`src/shared/csie_pkg.sv`:
```
// How it works
// RQ1: memory card battery line change sets flags 1,0
// RQ2: memory card ready change sets flag 2
// RQ3: I/O card status assertion sets flag 0
// RQ4: I/O card irq shows at config 91h bit0
// RQ5: CardBus status assertion sets socket event bit0
// RQ6: CardBus irq shares config 91h bit0
// RQ7: any detect change sets socket bits 2,1
// RQ8: power-up done sets bit 3 by type
// RQ9: memory cards never raise functional interrupts
// RQ10: status sources maskable, functional never masked
// RQ11: status and functional routed to separate outputs
// RQ12: write-one clears legacy flag in that mode
// RQ13: global control bit2 selects clear scheme, read default
// RQ14: write one clears socket event flag
// RQ15: software avoids using both register sets together
// RQ16: shared pins read per inserted card type
// RQ17: status interrupt level or edge per mode bit
// RQ18: status interrupt while any enabled flag pending; code does so only with gctrl bit1 clear
`default_nettype none
package csie_pkg;
	// inserted card type
	typedef enum logic [1:0] {
		CSIE_CARD_NONE = 2'b00,
		CSIE_CARD_MEM  = 2'b01,
		CSIE_CARD_IO   = 2'b10,
		CSIE_CARD_CB   = 2'b11
	} csie_card_t;

	// register space addressed by a request
	typedef enum logic [1:0] {
		CSIE_SPACE_LEGACY = 2'b00,
		CSIE_SPACE_CONFIG = 2'b01,
		CSIE_SPACE_SOCKET = 2'b10,
		CSIE_SPACE_NONE   = 2'b11
	} csie_space_t;

	// socket terminals, high means asserted or high level
	typedef struct packed {
		logic battery_detect_one;   // also status line on I/O and CardBus
		logic battery_detect_two;
		logic shared_ready_irq;     // ready / io irq / cb irq
		logic card_detect_one;
		logic card_detect_two;
	} csie_pins_t;

	// register request
	typedef struct packed {
		logic        wr;
		logic        rd;
		csie_space_t space;
		logic [7:0]  addr;
		logic [31:0] wdata;
	} csie_req_t;

	localparam int CSIE_NUM_PINS = 5;
	localparam int CSIE_PIN_BATTERY_DETECT_ONE = 4;
	localparam int CSIE_PIN_BATTERY_DETECT_TWO = 3;
	localparam int CSIE_PIN_RDY  = 2;
	localparam int CSIE_PIN_CD1  = 1;
	localparam int CSIE_PIN_CD2  = 0;

	// legacy socket register offsets
	localparam logic [7:0] CSIE_OFS_FLAGS  = 8'h04;
	localparam logic [7:0] CSIE_OFS_MASKS  = 8'h05;
	localparam logic [7:0] CSIE_OFS_GCTRL  = 8'h1E;
	// config space offsets
	localparam logic [7:0] CSIE_OFS_FUNC   = 8'h91;
	localparam logic [7:0] CSIE_OFS_ROUTE  = 8'hC0;
	// socket space offsets
	localparam logic [7:0] CSIE_OFS_SEVENT = 8'h00;
	localparam logic [7:0] CSIE_OFS_SMASK  = 8'h04;

	// flag bit positions
	localparam int CSIE_BIT_BATTERY_DETECT_ONE  = 0;
	localparam int CSIE_BIT_BATTERY_DETECT_TWO  = 1;
	localparam int CSIE_BIT_RDY   = 2;
	localparam int CSIE_BIT_PWR   = 3;
	localparam int CSIE_BIT_CSTS  = 0;
	localparam int CSIE_BIT_CD1   = 1;
	localparam int CSIE_BIT_CD2   = 2;
	localparam int CSIE_BIT_FUNC  = 0;
	localparam int CSIE_BIT_IFCM  = 2;
	localparam int CSIE_BIT_CSCM  = 1;
	localparam int CSIE_NUM_SRC   = 4;

	// routing register fields
	localparam int CSIE_ROUTE_W      = 2;
	localparam int CSIE_ROUTE_CSC_LO = 0;
	localparam int CSIE_ROUTE_FN_LO  = 4;

	// reset values
	localparam logic [7:0]  CSIE_RST_BYTE  = 8'h00;
	localparam logic [31:0] CSIE_RST_WORD  = 32'h0000_0000;
	localparam logic [1:0]  CSIE_RST_RCSC  = 2'h0;
	localparam logic [1:0]  CSIE_RST_RFN   = 2'h1;
endpackage
`default_nettype wire

```
`src/rtl/csie_edge.sv`:
```
`timescale 1ns/100ps
`default_nettype none
// three-stage synchroniser with agreed-level change detect
module csie_edge (
	input  wire logic clock_in,
	input  wire logic sys_rst_in,
	input  wire logic pin_in,
	output logic      level_out,
	output logic      change_out,
	output logic      rise_out
);
	logic sync_a;
	logic sync_b;
	logic sync_c;
	logic stable;
	logic next_stable;
	logic agree;

	// a change counts once the second and third stages agree
	always_comb begin
		agree       = (sync_b == sync_c);
		next_stable = agree ? sync_c : stable;
		change_out  = agree && (sync_c != stable);
		rise_out    = change_out && sync_c;
		level_out   = stable;
	end

	// sync_a feeds only sync_b
	always_ff @(posedge clock_in) begin
		if (sys_rst_in) begin
			sync_a <= 1'b0;
			sync_b <= 1'b0;
			sync_c <= 1'b0;
			stable <= 1'b0;
		end else begin
			sync_a <= pin_in;
			sync_b <= sync_a;
			sync_c <= sync_b;
			stable <= next_stable;
		end
	end
endmodule // csie_edge
`default_nettype wire

```
`src/rtl/csie_events.sv`:
```
`timescale 1ns/100ps
`default_nettype none
// card socket event flags, masks, clear schemes and routing
module csie_events #(
	parameter int NUM_IRQ = 4
) (
	input  wire logic                   clock_in,
	input  wire logic                   sys_rst_in,
	input  wire csie_pkg::csie_card_t   card_type_in,
	input  wire csie_pkg::csie_pins_t   pins_in,
	input  wire logic                   power_done_in,
	input  wire csie_pkg::csie_req_t    req_in,
	output logic [31:0]                 rdata_out,
	output logic [NUM_IRQ-1:0]          sys_irq_out,
	output logic                        status_irq_out,
	output logic                        func_irq_out
);
	logic [csie_pkg::CSIE_NUM_PINS-1:0] pin_vec;
	logic [csie_pkg::CSIE_NUM_PINS-1:0] lvl;
	logic [csie_pkg::CSIE_NUM_PINS-1:0] chg;
	logic [csie_pkg::CSIE_NUM_PINS-1:0] rise;

	logic [7:0]  leg_flags;
	logic [7:0]  leg_masks;
	logic [7:0]  gctrl;
	logic [7:0]  route;
	logic [31:0] sock_flags;
	logic [31:0] sock_masks;
	logic [31:0] rdata;
	logic [csie_pkg::CSIE_NUM_SRC-1:0] en_q;
	logic        status_irq;
	logic        func_irq;
	logic [NUM_IRQ-1:0] sys_irq;

	logic [7:0]  next_leg_flags;
	logic [7:0]  next_leg_masks;
	logic [7:0]  next_gctrl;
	logic [7:0]  next_route;
	logic [31:0] next_sock_flags;
	logic [31:0] next_sock_masks;
	logic [31:0] next_rdata;
	logic [csie_pkg::CSIE_NUM_SRC-1:0] next_en_q;
	logic        next_status_irq;
	logic        next_func_irq;
	logic [NUM_IRQ-1:0] next_sys_irq;

	assign pin_vec = pins_in;

	// one synchroniser per socket terminal
	genvar gi;
	generate
		for (gi = 0; gi < csie_pkg::CSIE_NUM_PINS; gi++) begin : g_pin
			csie_edge u_edge (
				.clock_in   (clock_in),
				.sys_rst_in (sys_rst_in),
				.pin_in     (pin_vec[gi]),
				.level_out  (lvl[gi]),
				.change_out (chg[gi]),
				.rise_out   (rise[gi])
			);
		end
	endgenerate

	// card type decode of shared terminals
	logic is_mem;
	logic is_io;
	logic is_cb;
	logic wr_flags;
	logic rd_flags;
	logic wr_masks;
	logic wr_gctrl;
	logic wr_route;
	logic wr_sevent;
	logic wr_smask;
	logic [7:0]  leg_set;
	logic [7:0]  leg_clr;
	logic [31:0] sock_set;
	logic [31:0] sock_clr;
	logic [csie_pkg::CSIE_NUM_SRC-1:0] enabled;
	logic        csc_pend;
	logic        func_lvl;
	logic [csie_pkg::CSIE_ROUTE_W-1:0] rt_csc;
	logic [csie_pkg::CSIE_ROUTE_W-1:0] rt_fn;

	// request decode
	always_comb begin
		is_mem    = (card_type_in == csie_pkg::CSIE_CARD_MEM);  // RQ16
		is_io     = (card_type_in == csie_pkg::CSIE_CARD_IO);   // RQ16
		is_cb     = (card_type_in == csie_pkg::CSIE_CARD_CB);   // RQ16
		wr_flags  = req_in.wr && req_in.space == csie_pkg::CSIE_SPACE_LEGACY
			&& req_in.addr == csie_pkg::CSIE_OFS_FLAGS;
		rd_flags  = req_in.rd && req_in.space == csie_pkg::CSIE_SPACE_LEGACY
			&& req_in.addr == csie_pkg::CSIE_OFS_FLAGS;
		wr_masks  = req_in.wr && req_in.space == csie_pkg::CSIE_SPACE_LEGACY
			&& req_in.addr == csie_pkg::CSIE_OFS_MASKS;
		wr_gctrl  = req_in.wr && req_in.space == csie_pkg::CSIE_SPACE_LEGACY
			&& req_in.addr == csie_pkg::CSIE_OFS_GCTRL;
		wr_route  = req_in.wr && req_in.space == csie_pkg::CSIE_SPACE_CONFIG
			&& req_in.addr == csie_pkg::CSIE_OFS_ROUTE;
		wr_sevent = req_in.wr && req_in.space == csie_pkg::CSIE_SPACE_SOCKET
			&& req_in.addr == csie_pkg::CSIE_OFS_SEVENT;
		wr_smask  = req_in.wr && req_in.space == csie_pkg::CSIE_SPACE_SOCKET
			&& req_in.addr == csie_pkg::CSIE_OFS_SMASK;
	end

	// event sources per card type
	always_comb begin
		leg_set  = csie_pkg::CSIE_RST_BYTE;
		sock_set = csie_pkg::CSIE_RST_WORD;
		leg_set[csie_pkg::CSIE_BIT_BATTERY_DETECT_ONE] = (is_mem && chg[csie_pkg::CSIE_PIN_BATTERY_DETECT_ONE])  // RQ1
			|| (is_io && rise[csie_pkg::CSIE_PIN_BATTERY_DETECT_ONE]);                          // RQ3
		leg_set[csie_pkg::CSIE_BIT_BATTERY_DETECT_TWO] = is_mem && chg[csie_pkg::CSIE_PIN_BATTERY_DETECT_TWO];   // RQ1
		leg_set[csie_pkg::CSIE_BIT_RDY]  = is_mem && chg[csie_pkg::CSIE_PIN_RDY];    // RQ2
		leg_set[csie_pkg::CSIE_BIT_PWR]  = power_done_in && (is_mem || is_io);       // RQ8
		sock_set[csie_pkg::CSIE_BIT_CSTS] = is_cb && rise[csie_pkg::CSIE_PIN_BATTERY_DETECT_ONE];  // RQ5
		sock_set[csie_pkg::CSIE_BIT_CD1]  = chg[csie_pkg::CSIE_PIN_CD1];             // RQ7
		sock_set[csie_pkg::CSIE_BIT_CD2]  = chg[csie_pkg::CSIE_PIN_CD2];             // RQ7
		sock_set[csie_pkg::CSIE_BIT_PWR]  = power_done_in && is_cb;                  // RQ8
		// functional request only for I/O and CardBus, never masked
		func_lvl = (is_io || is_cb) && lvl[csie_pkg::CSIE_PIN_RDY];  // RQ4 RQ6 RQ9 RQ10
	end

	// flag clearing, set wins over clear
	always_comb begin
		leg_clr = csie_pkg::CSIE_RST_BYTE;
		if (gctrl[csie_pkg::CSIE_BIT_IFCM]) begin
			if (wr_flags) begin
				leg_clr = req_in.wdata[7:0];  // RQ12
			end
		end else if (rd_flags) begin
			leg_clr = 8'hFF;  // RQ13
		end
		sock_clr        = wr_sevent ? req_in.wdata : csie_pkg::CSIE_RST_WORD;  // RQ14
		next_leg_flags  = (leg_flags & ~leg_clr) | leg_set;
		next_sock_flags = (sock_flags & ~sock_clr) | sock_set;
		next_leg_masks  = wr_masks ? req_in.wdata[7:0] : leg_masks;
		next_gctrl      = wr_gctrl ? req_in.wdata[7:0] : gctrl;  // RQ13
		next_route      = wr_route ? req_in.wdata[7:0] : route;
		next_sock_masks = wr_smask ? req_in.wdata : sock_masks;
	end

	// status interrupt and routing
	always_comb begin
		enabled = (leg_flags[csie_pkg::CSIE_NUM_SRC-1:0] & leg_masks[csie_pkg::CSIE_NUM_SRC-1:0])
			| (sock_flags[csie_pkg::CSIE_NUM_SRC-1:0] & sock_masks[csie_pkg::CSIE_NUM_SRC-1:0]);  // RQ10
		csc_pend        = |enabled;  // RQ18
		next_en_q       = enabled;
		if (gctrl[csie_pkg::CSIE_BIT_CSCM]) begin
			next_status_irq = |(enabled & ~en_q);  // RQ17
		end else begin
			next_status_irq = csc_pend;  // RQ17 RQ18
		end
		next_func_irq = func_lvl;
		rt_csc = route[csie_pkg::CSIE_ROUTE_CSC_LO +: csie_pkg::CSIE_ROUTE_W];
		rt_fn  = route[csie_pkg::CSIE_ROUTE_FN_LO +: csie_pkg::CSIE_ROUTE_W];
		next_sys_irq = '0;
		for (int i = 0; i < NUM_IRQ; i++) begin
			next_sys_irq[i] = (next_status_irq && rt_csc == i[csie_pkg::CSIE_ROUTE_W-1:0])
				|| (next_func_irq && rt_fn == i[csie_pkg::CSIE_ROUTE_W-1:0]);  // RQ11
		end
	end

	// read data, unmapped reads return zero
	always_comb begin
		next_rdata = csie_pkg::CSIE_RST_WORD;
		if (req_in.rd) begin
			case (req_in.space)
				csie_pkg::CSIE_SPACE_LEGACY: begin
					if (req_in.addr == csie_pkg::CSIE_OFS_FLAGS) begin
						next_rdata[7:0] = leg_flags;
					end else if (req_in.addr == csie_pkg::CSIE_OFS_MASKS) begin
						next_rdata[7:0] = leg_masks;
					end else if (req_in.addr == csie_pkg::CSIE_OFS_GCTRL) begin
						next_rdata[7:0] = gctrl;
					end
				end
				csie_pkg::CSIE_SPACE_CONFIG: begin
					if (req_in.addr == csie_pkg::CSIE_OFS_FUNC) begin
						next_rdata[csie_pkg::CSIE_BIT_FUNC] = func_irq;  // RQ4 RQ6
					end else if (req_in.addr == csie_pkg::CSIE_OFS_ROUTE) begin
						next_rdata[7:0] = route;
					end
				end
				csie_pkg::CSIE_SPACE_SOCKET: begin
					if (req_in.addr == csie_pkg::CSIE_OFS_SEVENT) begin
						next_rdata = sock_flags;
					end else if (req_in.addr == csie_pkg::CSIE_OFS_SMASK) begin
						next_rdata = sock_masks;
					end
				end
				default: begin
					next_rdata = csie_pkg::CSIE_RST_WORD;
				end
			endcase
		end
	end

	// state registers
	always_ff @(posedge clock_in) begin
		if (sys_rst_in) begin
			leg_flags  <= csie_pkg::CSIE_RST_BYTE;
			leg_masks  <= csie_pkg::CSIE_RST_BYTE;
			gctrl      <= csie_pkg::CSIE_RST_BYTE;
			route      <= {2'h0, csie_pkg::CSIE_RST_RFN, 2'h0, csie_pkg::CSIE_RST_RCSC};
			sock_flags <= csie_pkg::CSIE_RST_WORD;
			sock_masks <= csie_pkg::CSIE_RST_WORD;
			rdata      <= csie_pkg::CSIE_RST_WORD;
			en_q       <= '0;
			status_irq <= 1'b0;
			func_irq   <= 1'b0;
			sys_irq    <= '0;
		end else begin
			leg_flags  <= next_leg_flags;
			leg_masks  <= next_leg_masks;
			gctrl      <= next_gctrl;
			route      <= next_route;
			sock_flags <= next_sock_flags;
			sock_masks <= next_sock_masks;
			rdata      <= next_rdata;
			en_q       <= next_en_q;
			status_irq <= next_status_irq;
			func_irq   <= next_func_irq;
			sys_irq    <= next_sys_irq;
		end
	end

	assign rdata_out      = rdata;
	assign sys_irq_out    = sys_irq;
	assign status_irq_out = status_irq;
	assign func_irq_out   = func_irq;
endmodule // csie_events
`default_nettype wire

```
`config.mk`:
```
export PLATFORM = sky130hd
export DESIGN_NAME = csie_events
export DESIGN_NICKNAME = d
export VERILOG_FILES = /design/src/shared/csie_pkg.sv /design/src/rtl/csie_edge.sv /design/src/rtl/csie_events.sv
export SDC_FILE = /design/constraint.sdc
export NUM_CORES = 1
export LEC_CHECK = 0
export BUFFER_PORTS_ARGS = -buffer_cell sky130_fd_sc_hd__buf_2
export CAP_MARGIN = 0
export CORE_ASPECT_RATIO = 1.25
export CORE_MARGIN = 2
export CORE_UTILIZATION = 58
export DETAILED_ROUTE_END_ITERATION = 16
export GPL_ROUTABILITY_DRIVEN = 0
export PLACE_DENSITY_LB_ADDON = 0.2
export SYNTH_ARGS = -nofsm -noshare
export SYNTH_HDL_FRONTEND = slang
export SYNTH_SLANG_ARGS = --single-unit
```
`constraint.sdc`:
```
create_clock -name clock_in -period 2.41 [get_ports clock_in]
set_clock_uncertainty 0.05 [all_clocks]
set_input_delay 0 -clock clock_in [delete_from_list [all_inputs] [get_ports clock_in]]
set_output_delay 0 -clock clock_in [all_outputs]
set_load 0.01 [all_outputs]
```
==> impl_metrics.yaml, run 1 <==
drt:
  wirelength_um: 15000
  route.met2.wl_um: 7790
  initialDrtViolationCount: 285
  met3WireLength_um: 1000
  routedWlPerCell_um: 16.5
  num_vias: 5215
  ant_nets: 0
  drc: 0
  wl_met1_um: 5830
  post_drt_via_cell_ratio: 5.74
  first_pass_iters: 5
  top_layer: "met4"
timing:
  max_freq_mhz: 471
  tightest_slew_ps: 691
  drv_slew: 0
  rsz0062_at_grt: "false"
  setup_violations: 0
  slew_headroom_pct: 53.9
  tns_ps: 0
  hold_violations: 0
  layout_min_cycle_time_ps: 2120
  period_share_pct: 88.1
clock_network:
  cts_made_buffers: 17
  cts_resized: 0
  clk_pin_slew_ps: 60
  cts_root_buf: "clkbuf_16"
  cts_tree: "built"
  post_cts_buffers: 0
  cts_sinks: 158
  htreeDepth: 4
  clock_path_buffers: 2
  insertion_delay_ps: 420
worst_hold_path:
  hold_class: "input pin to flip-flop"
  holdPathEnd: "rdata_out[6]"
  holdPathStages: 4
  hp-start: "req_in[34]"
final_layout:
  nets: 824
  area_growth_pct: 27.6
  n_antenna_cell: 0
  final_util_pct: 75.3
  num-fill-cells: 694
  drive_gt1_share_pct: 19.2
  seq_area_mm2: 0.00316
  multiInputGateArea_mm2: 0.00261
grt:
  grt_pass1_vias: 5063
  antenna_found_initial: 0
  grtUsageTotal_pct: 28.3
  grt_pass1_wl_um: 24100
  overflow: 0
  grt_max_degree: 37
synth:
  synth_top_area_share_pct: 53.3
  synth_ff_type: "dfxtp_1"
  syn_area_per_cell_um2: 9.26
  synth-seq-cells: 158
  yosysTopAreaCell: "dfxtp_1"
  synth_edf_count: 0
  ys_seq_area_share_pct: 53.3
  async_reset_ff_share_pct: 0
  synth_most_common_cell: "dfxtp_1"
  syn-cell-area_mm2: 0.00594
  ys_warn_count: 0
  synth_area_leaders: "dfxtp_1 53%, a21oi_1 6.2%, nand2_1 5.3%"
  syn_inst: 641
  synth_cell_types: 52
  syn-num-nets: 698
  synth_common_cells: "158 x dfxtp_1, 84 x nand2_1, 74 x a21oi_1, 67 x nor2_1, 36 x clkbuf_1"
pwr:
  p_switching_mw: 1.18
  power_mw: 5.67
  p_comb_share_pct: 4.4
  sequentialPowerShare_pct: 46.5
  p_sw_share_pct: 20.8
  peakVddDrop_mv: 0.606
  p_leak_nw: 2.90
  clkPwrFrac_pct: 49.2
  power.density_mw_per_mm2: 748
  p_int_mw: 4.49
placed_design:
  io_buffer_count: 91
  dp_hpwl_um: 9480
critical_path:
  reg2reg_slack_ps: 350
  r2r_start: "gctrl[2]"
  critPathKind: "input pin to flip-flop"
  r2r_end: "leg_flags[3]"
  cp_data_required_time_ps: 2720
  cp_cell_sequence: "dlygate4sd3_1, buf_4, buf_4, a21oi_1, a32o_1, dlygate4sd3_1"
  critPathLaunchType: "input pin"
  cp_slowest_stage_delay_ps: 570
  reg2regPathDepth: 5
  endpoint_kind: "flip-flop"
  cp_data_arrival_time_ps: 2430
  crit_fanout: 30
  startpoint: "sys_rst_in"
  crit_slowest_cell: "a21oi_1"
floorplan:
  die-area_mm2: 0.0111
  io_pins: 92
  core_area_mm2: 0.0101
  die_height_um: 117
  fp-row-count: 41
  start_util_pct: 59.0
  die_w_um: 94.5
run:
  drv_cap: 0
run_status:
  status: "completed"
## logic make-up (layout without fill, tap and decap cells)
| family | Yosys count | count (layout) | synth area share [%] |
|---|---|---|---|
| buffers and inverters | 44 | 183 | 2.84 |
| DFF | 158 | 158 | 53.3 |
| adders and majority gates | 3 | 3 | 0.632 |
| muxes | 31 | 31 | 5.23 |
| and+or+nand+nor | 251 | 251 | 21.9 |
| AOI/OAI and AO/OA | 154 | 154 | 16.1 |
## worst max path at each step
stage,endpoint,slack (ps),cells after the start
final,leg_flags[3],290,6
after global routing,leg_flags[3],200,6
after detailed placement,sock_masks[26],520,6
after floorplan,leg_masks[7],770,5
after CTS,leg_flags[3],330,6
after global placement,leg_flags[3],610,5
## timing repair
action                                  CTS  global route
endpoints found under the setup margin    0             0
hold buffers                             40             0
endpoints found under the hold margin   111             0
## power by group through the flow
stage / Clock [mW] / Combinational (mW) / Sequential (mW)
final: 2.79 / 0.247 / 2.63
after global routing: 2.92 / 0.266 / 2.63
after CTS: 2.81 / 0.244 / 2.63
after detailed placement: 0 / 0.192 / 2.69
after global placement: 0 / 0.188 / 2.69
after floorplan: 0 / 0.0937 / 2.69
## registers in the layout, summed over array words and instances (netlist names)
name,flops
g_pin.u_edge.level_out,5
en_q,4
route,8
rdata_out,32
leg_masks,8
status_irq_out,1
sock_flags,32
sys_irq_out,4
gctrl,8
g_pin.u_edge.sync_c,5
leg_flags,8
g_pin.u_edge.sync_b,5
g_pin.u_edge.sync_a,5
func_irq_out,1
sock_masks,32
## area by class of cell
| type | count | share of cell area [%] |
|---|---|---|
| Timing Repair Buffer | 146 | 13.0 |
| Clock buffer | 21 | 6.34 |
| Multi-Input combinational cell | 439 | 34.5 |
| Sequential cell | 158 | 41.8 |
| Tap cell | 129 | 2.13 |
| Inverter | 5 | 0.248 |
| Clock inverter | 11 | 2.05 |
## through the flow
step                      worst slack (ps)  hold slack (ps)  instances  instance area [um^2]
after detailed placement               522              144        837                  6540
after global routing                   200             37.5        909                  7580
after CTS                              326             11.8        909                  7580
final                                  288             17.7        909                  7580
after global placement                 614              137        837                  6540
after floorplan                        768             37.8        641                  5940
## worst max-delay path, delay by kind of cell
kind	cells	cell delay, ps
buffers and inverters	4	1580
AOI/OAI and AO/OA	2	840
## placed cells by master (no fill, tap or decap), types with 4 or more instances in the layout
master | Yosys | final
dfxtp_1 | 158 | 158
buf_2 | 3 | 90
nand2_1 | 84 | 84
a21oi_1 | 74 | 74
nor2_1 | 67 | 67
dlygate4sd3_1 | 0 | 40
nand2b_1 | 33 | 33
mux2i_1 | 31 | 31
a22oi_1 | 28 | 28
nor2b_1 | 19 | 19
clkbuf_16 | 0 | 17
buf_4 | 0 | 15
o21ai_0 | 14 | 14
a2bb2oi_1 | 13 | 13
o21ai_1 | 6 | 6
and3_1 | 5 | 5
inv_1 | 4 | 4
and4_1 | 4 | 4
clkbuf_8 | 0 | 4
clkinvlp_4 | 0 | 4
## metal layers
| layer | track usage (%) | vias up |
|---|---|---|
| li1 | - | 2485 |
| met1 | 31.4 | 2473 |
| met2 | 51.3 | 223 |
| met3 | 6.21 | 34 |
| met4 | 13.3 | 0 |
| met5 | 0 | - |
Power figures use the tool's default switching activity.
==> run 2: changes to the inputs <==
Settings changed: CTS_BUF_LIST set to sky130_fd_sc_hd__clkbuf_8.
==> run 2 against run 1 <==
- routed wire length shrank 1.1%
- critical path type unchanged
- critical endpoint unchanged
- largest cell class unchanged
- sequential share of layout area increased by 0.82 points
- register-to-register slack better by 60 ps
==> impl_metrics.yaml, run 2 (synthesis gave the netlist of run 1 again) <==
final_layout:
  final_common_cell: "dfxtp_1"
  drive_gt1_share_pct: 19.4
  instances_no_fill: 914
  final_util_pct: 73.9
  seq_area_mm2: 0.00316
  n_antenna_cell: 0
  multiInputGateArea_mm2: 0.00261
  nets: 829
  area_growth_pct: 25.1
  mostFrequentLayoutCells: "158 x dfxtp_1, 90 x buf_2, 84 x nand2_1, 74 x a21oi_1, 67 x nor2_1"
  num-fill-cells: 741
drt:
  drc: 0
  num_vias: 5238
  routedWlPerCell_um: 16.3
  post_drt_via_cell_ratio: 5.73
  initialDrtViolationCount: 297
  first_pass_iters: 5
  wirelength_um: 14900
  ant_nets: 0
timing:
  rsz0062_at_grt: "false"
  max_freq_mhz: 421
  period_share_pct: 98.7
  setup_violations: 0
  tightest_slew_ps: 706
  hold_violations: 0
  tns_ps: 0
  drv_slew: 0
  slew_headroom_pct: 53.0
  layout_min_cycle_time_ps: 2380
  setup_slack_ps: 32.2
critical_path:
  r2r_end: "leg_flags[3]"
  path_depth: 7
  critPathKind: "input pin to flip-flop"
  cpMostUsedCell: "dlygate4sd3_1"
  cp_data_arrival_time_ps: 2670
  r2r_start: "gctrl[2]"
  crit_family: "buffers and inverters"
  crit_fanout: 8
  cp_num_buf_inv: 3
  crit_slowest_cell: "nor4b_1"
  critPathLaunchType: "input pin"
  reg2regPathDepth: 4
  cp_slowest_stage_delay_ps: 580
  endpoint_kind: "flip-flop"
  cp_cell_sequence: "dlygate4sd3_1, buf_2, nor4b_1, and3_1, a21oi_1, a32o_1, dlygate4sd3_1"
  reg2reg_slack_ps: 410
  cp_data_required_time_ps: 2700
clock_network:
  cts_root_buf: "clkbuf_8"
  clk_pin_slew_ps: 90
  cts_sinks: 158
  cts_tree: "built"
  insertion_delay_ps: 450
  clock_path_buffers: 2
  htreeDepth: 4
  cts_made_buffers: 17
grt:
  antenna_found_initial: 0
  grt_pass1_vias: 4995
  grt_pass1_wl_um: 23700
  grtUsageTotal_pct: 27.8
  overflow: 0
  grt_max_degree: 37
pwr:
  p_leak_nw: 2.83
  power_mw: 4.99
  p_sw_share_pct: 22.1
  sequentialPowerShare_pct: 52.7
  clkPwrFrac_pct: 42.3
  peakVddDrop_mv: 0.626
  power.density_mw_per_mm2: 671
  p_comb_share_pct: 5.0
  p_int_mw: 3.89
  p_switching_mw: 1.10
floorplan:
  start_util_pct: 59.0
  fp-row-count: 41
  io_pins: 92
  die_height_um: 117
  die-area_mm2: 0.0111
  core_area_mm2: 0.0101
  die_w_um: 94.5
placed_design:
  dp_cells: 837
  io_buffer_count: 91
  dp_hpwl_um: 9480
  dpl_worst_slack_ps: 522
worst_hold_path:
  hp-start: "card_type_in[1]"
  holdPathEnd: "sock_flags[3]"
  holdPathStages: 4
  hold_class: "input pin to flip-flop"
run_status:
  status: "completed"
run:
  drv_cap: 0
-- run 2: cell count changes in the layout (fill, tap and decap cells not counted) --
cell | before | now
buf_4 | 15 | 17
clkbuf_16 | 17 | 0
clkbuf_8 | 4 | 21
dlygate4sd3_1 | 40 | 43
-- run 2: what timing repair did --
| item | CTS | global route |
|---|---|---|
| hold buffers | 43 | 0 |
| endpoints found under the setup margin | 0 | 1 |
| hold endpoints to repair | 116 | 0 |
| gates resized for setup | 0 | 0 |
| setup buffers | 0 | 2 |
-- run 2: area by class of cell --
cell class | instances | share of cell area, %
inverters | 5 | 0.253
clock inverters | 11 | 2.09
repair buffers | 151 | 13.8
multi-input cells | 439 | 35.2
well taps | 129 | 2.17
flip-flops and latches | 158 | 42.6
clock buffers | 21 | 3.89
-- run 2: how the worst max path moves through the flow --
stage | start | endpoint
3_5_place_dp | req_in[38] | sock_masks[26]
3_3_place_gp | req_in[33] | leg_flags[3]
4_1_cts | req_in[34] | leg_flags[3]
2_1_floorplan | req_in[34] | leg_masks[7]
6_report | req_in[34] | leg_flags[3]
5_1_grt | req_in[34] | leg_flags[3]
-- run 2: per-layer routing --
layer  track usage (%)  part of all wire (%)  vias to the layer above
met5                 0                     0                        -
met4              12.3                   2.5                        0
met3              6.40                   6.3                       35
met2              50.1                    51                      199
met1              31.2                    41                     2517
li1                  -                     -                     2487
-- run 2: worst min-delay path: stages --
cell      delay (ps)
buf_2            120
ha_1             220
nand2_1           70
a311oi_1          80
-- run 2: stage by stage --
stage	area, um^2	hold slack, ps
floorplan	5940	37.8
global placement	6540	137
detailed placement	6540	144
CTS	7410	12.9
global route	7430	76.9
finish	7430	50.0
-- run 2: power groups by stage --
stage | Sequential (mW) | Combinational [mW] | Clock [mW]
after CTS | 2.63 | 0.246 | 2.14
after detailed placement | 2.69 | 0.192 | 0
final | 2.63 | 0.249 | 2.11
after global placement | 2.69 | 0.188 | 0
after floorplan | 2.69 | 0.0937 | 0
after global routing | 2.63 | 0.269 | 2.24
==> run 3: changes to the inputs <==
Settings changed: PLACE_DENSITY set to 0.81, PLACE_DENSITY_LB_ADDON 0.2 to not set.
==> run 3 against run 2 <==
- maximum frequency increased by 0.40%
- core utilization decreased by 0.68 points
- via count increased by 0.31%
- global-route usage about the same
- critical path depth increased by 1
- first-iteration DRC count increased by 16%
- worst hold slack got worse by 6.5 ps
- design area decreased by 0.93%
- sequential cell count unchanged
- register-to-register slack improved by 60 ps
- clock-buffer cell count decreased by 3
- critical endpoint unchanged
==> impl_metrics.yaml, run 3 (synthesis gave the netlist of run 1 again) <==
drt:
  routedWlPerCell_um: 16.7
  post_drt_via_cell_ratio: 5.78
  ant_nets: 0
  initialDrtViolationCount: 346
  first_pass_iters: 6
  wirelength_um: 15200
  num_vias: 5254
  drc: 0
timing:
  layout_min_cycle_time_ps: 2370
  slew_headroom_pct: 44.3
  tightest_slew_ps: 828
  period_share_pct: 98.3
  max_freq_mhz: 422
  hold_violations: 0
  drv_slew: 0
  rsz0062_at_grt: "false"
  tns_ps: 0
  setup_slack_ps: 41.6
  setup_violations: 0
clock_network:
  clk_pin_slew_ps: 80
  cts_tree: "built"
  clock_path_buffers: 2
  cts_resized: 0
  cts_sinks: 158
  insertion_delay_ps: 440
  cts_root_buf: "clkbuf_8"
  htreeDepth: 4
  cts_made_buffers: 17
pwr:
  power.density_mw_per_mm2: 658
  peakVddDrop_mv: 0.524
  p_leak_nw: 2.82
critical_path:
  critPathLaunchType: "input pin"
  cp_cell_sequence: "dlygate4sd3_1, buf_2, or3b_2, nor4_4, buf_4, nand2_1, a32o_1, dlygate4sd3_1"
  reg2regPathDepth: 4
  cpMostUsedCell: "dlygate4sd3_1"
  endpoint_kind: "flip-flop"
  crit_slowest_cell: "or3b_2"
  startpoint: "req_in[41]"
  critPathKind: "input pin to flip-flop"
  cp_data_required_time_ps: 2680
  crit_fanout: 6
  r2r_end: "leg_flags[3]"
  cp_num_buf_inv: 4
  endpoint: "leg_flags[3]"
  reg2reg_slack_ps: 470
  cp_data_arrival_time_ps: 2640
  r2r_start: "gctrl[2]"
  crit_family: "buffers and inverters"
  path_depth: 8
  cp_slowest_stage_delay_ps: 570
final_layout:
  area_growth_pct: 24.0
  nets: 826
  drive_gt1_share_pct: 18.6
  final_common_cell: "dfxtp_1"
  mostFrequentLayoutCells: "158 x dfxtp_1, 90 x buf_2, 84 x nand2_1, 74 x a21oi_1, 67 x nor2_1"
  num-fill-cells: 758
  n_antenna_cell: 0
floorplan:
  die_w_um: 94.5
  start_util_pct: 59.0
  die-area_mm2: 0.0111
  io_pins: 92
  fp-row-count: 41
  die_height_um: 117
  core_area_mm2: 0.0101
grt:
  overflow: 0
  met2_usage_pct: 50.2
  grtUsageMet3_pct: 6.21
  grt.busiest_layer: "met2"
  grt_max_degree: 61
  grtUsageTotal_pct: 27.8
  antenna_found_initial: 0
  grt_pass1_vias: 5148
  use_met1_pct: 30.2
  grt_pass1_wl_um: 23900
placed_design:
  dp_hpwl_um: 9640
  dpl_worst_slack_ps: 406
  io_buffer_count: 91
worst_hold_path:
  hold_class: "input pin to flip-flop"
run:
  drv_cap: 0
run_status:
  status: "completed"
[run 3: cell types whose count changed in the layout (fill, tap and decap cells not counted), sizes merged]
cell and change:
buf -4, clkinv +4, clkbuf -3, clkinvlp -3
dlygate4sd3 +1
[run 3: per-layer routing]
layer  wire length, um  vias up  part of all wire [%]
li1                  -     2479                     -
met1              5780     2511                    38
met2              8010      221                    53
met3               958       43                   6.3
met4               402        0                   2.7
met5                 0        -                     0
[run 3: stage by stage]
step / hold slack [ps] / std cells / utilization, % / power, mW / area [um^2]
2_1_floorplan: 37.8 / 641 / - / 2.78 / 5940
3_5_place_dp: 142 / 833 / 64.7 / 2.88 / 6510
4_1_cts: 22.4 / 907 / 73.1 / 4.86 / 7350
5_1_grt: 35.4 / 909 / 73.2 / 5.00 / 7360
6_report: 43.5 / 909 / 73.2 / 4.84 / 7360
3_3_place_gp: 136 / 833 / 64.7 / 2.88 / 6510
[run 3: how the worst min path moves through the flow]
stage                         start        endpoint  depth (start not counted)
floorplan                req_in[10]  sock_flags[10]                          1
global placement         req_in[31]  sock_flags[31]                          2
detailed placement       req_in[22]  sock_flags[22]                          2
CTS                 card_type_in[1]   sock_flags[3]                          4
global route        card_type_in[1]   sock_flags[0]                          4
finish              card_type_in[1]   sock_flags[3]                          4
[run 3: tightest hold or removal path: stages]
cell      delay, ps
buf_2           120
ha_1            210
nand2_1          70
a311oi_1         80
[run 3: layout make-up]
cell class,instances,area [um^2],share of cell area [%]
sequential,158,3160,43.0
multi-input combinational,439,2610,35.5
timing repair buffer,148,1010,13.7
clock buffer,18,248,3.37
tap,129,161,2.19
clock inverter,12,148,2.01
inverter,5,18.8,0.255
[run 3: timing repair]
item | CTS | global route
hold buffers | 44 | 0
setup endpoints to repair | 0 | 1
endpoints found under the hold margin | 108 | 0
setup buffers | 0 | 2
[run 3: power by group]
part	internal (mW)	leakage, nW	switching, mW
clock	1.03	0.205	0.927
sequential	2.62	1.28	0.00997
combinational	0.120	1.34	0.130
total	3.77	2.82	1.07
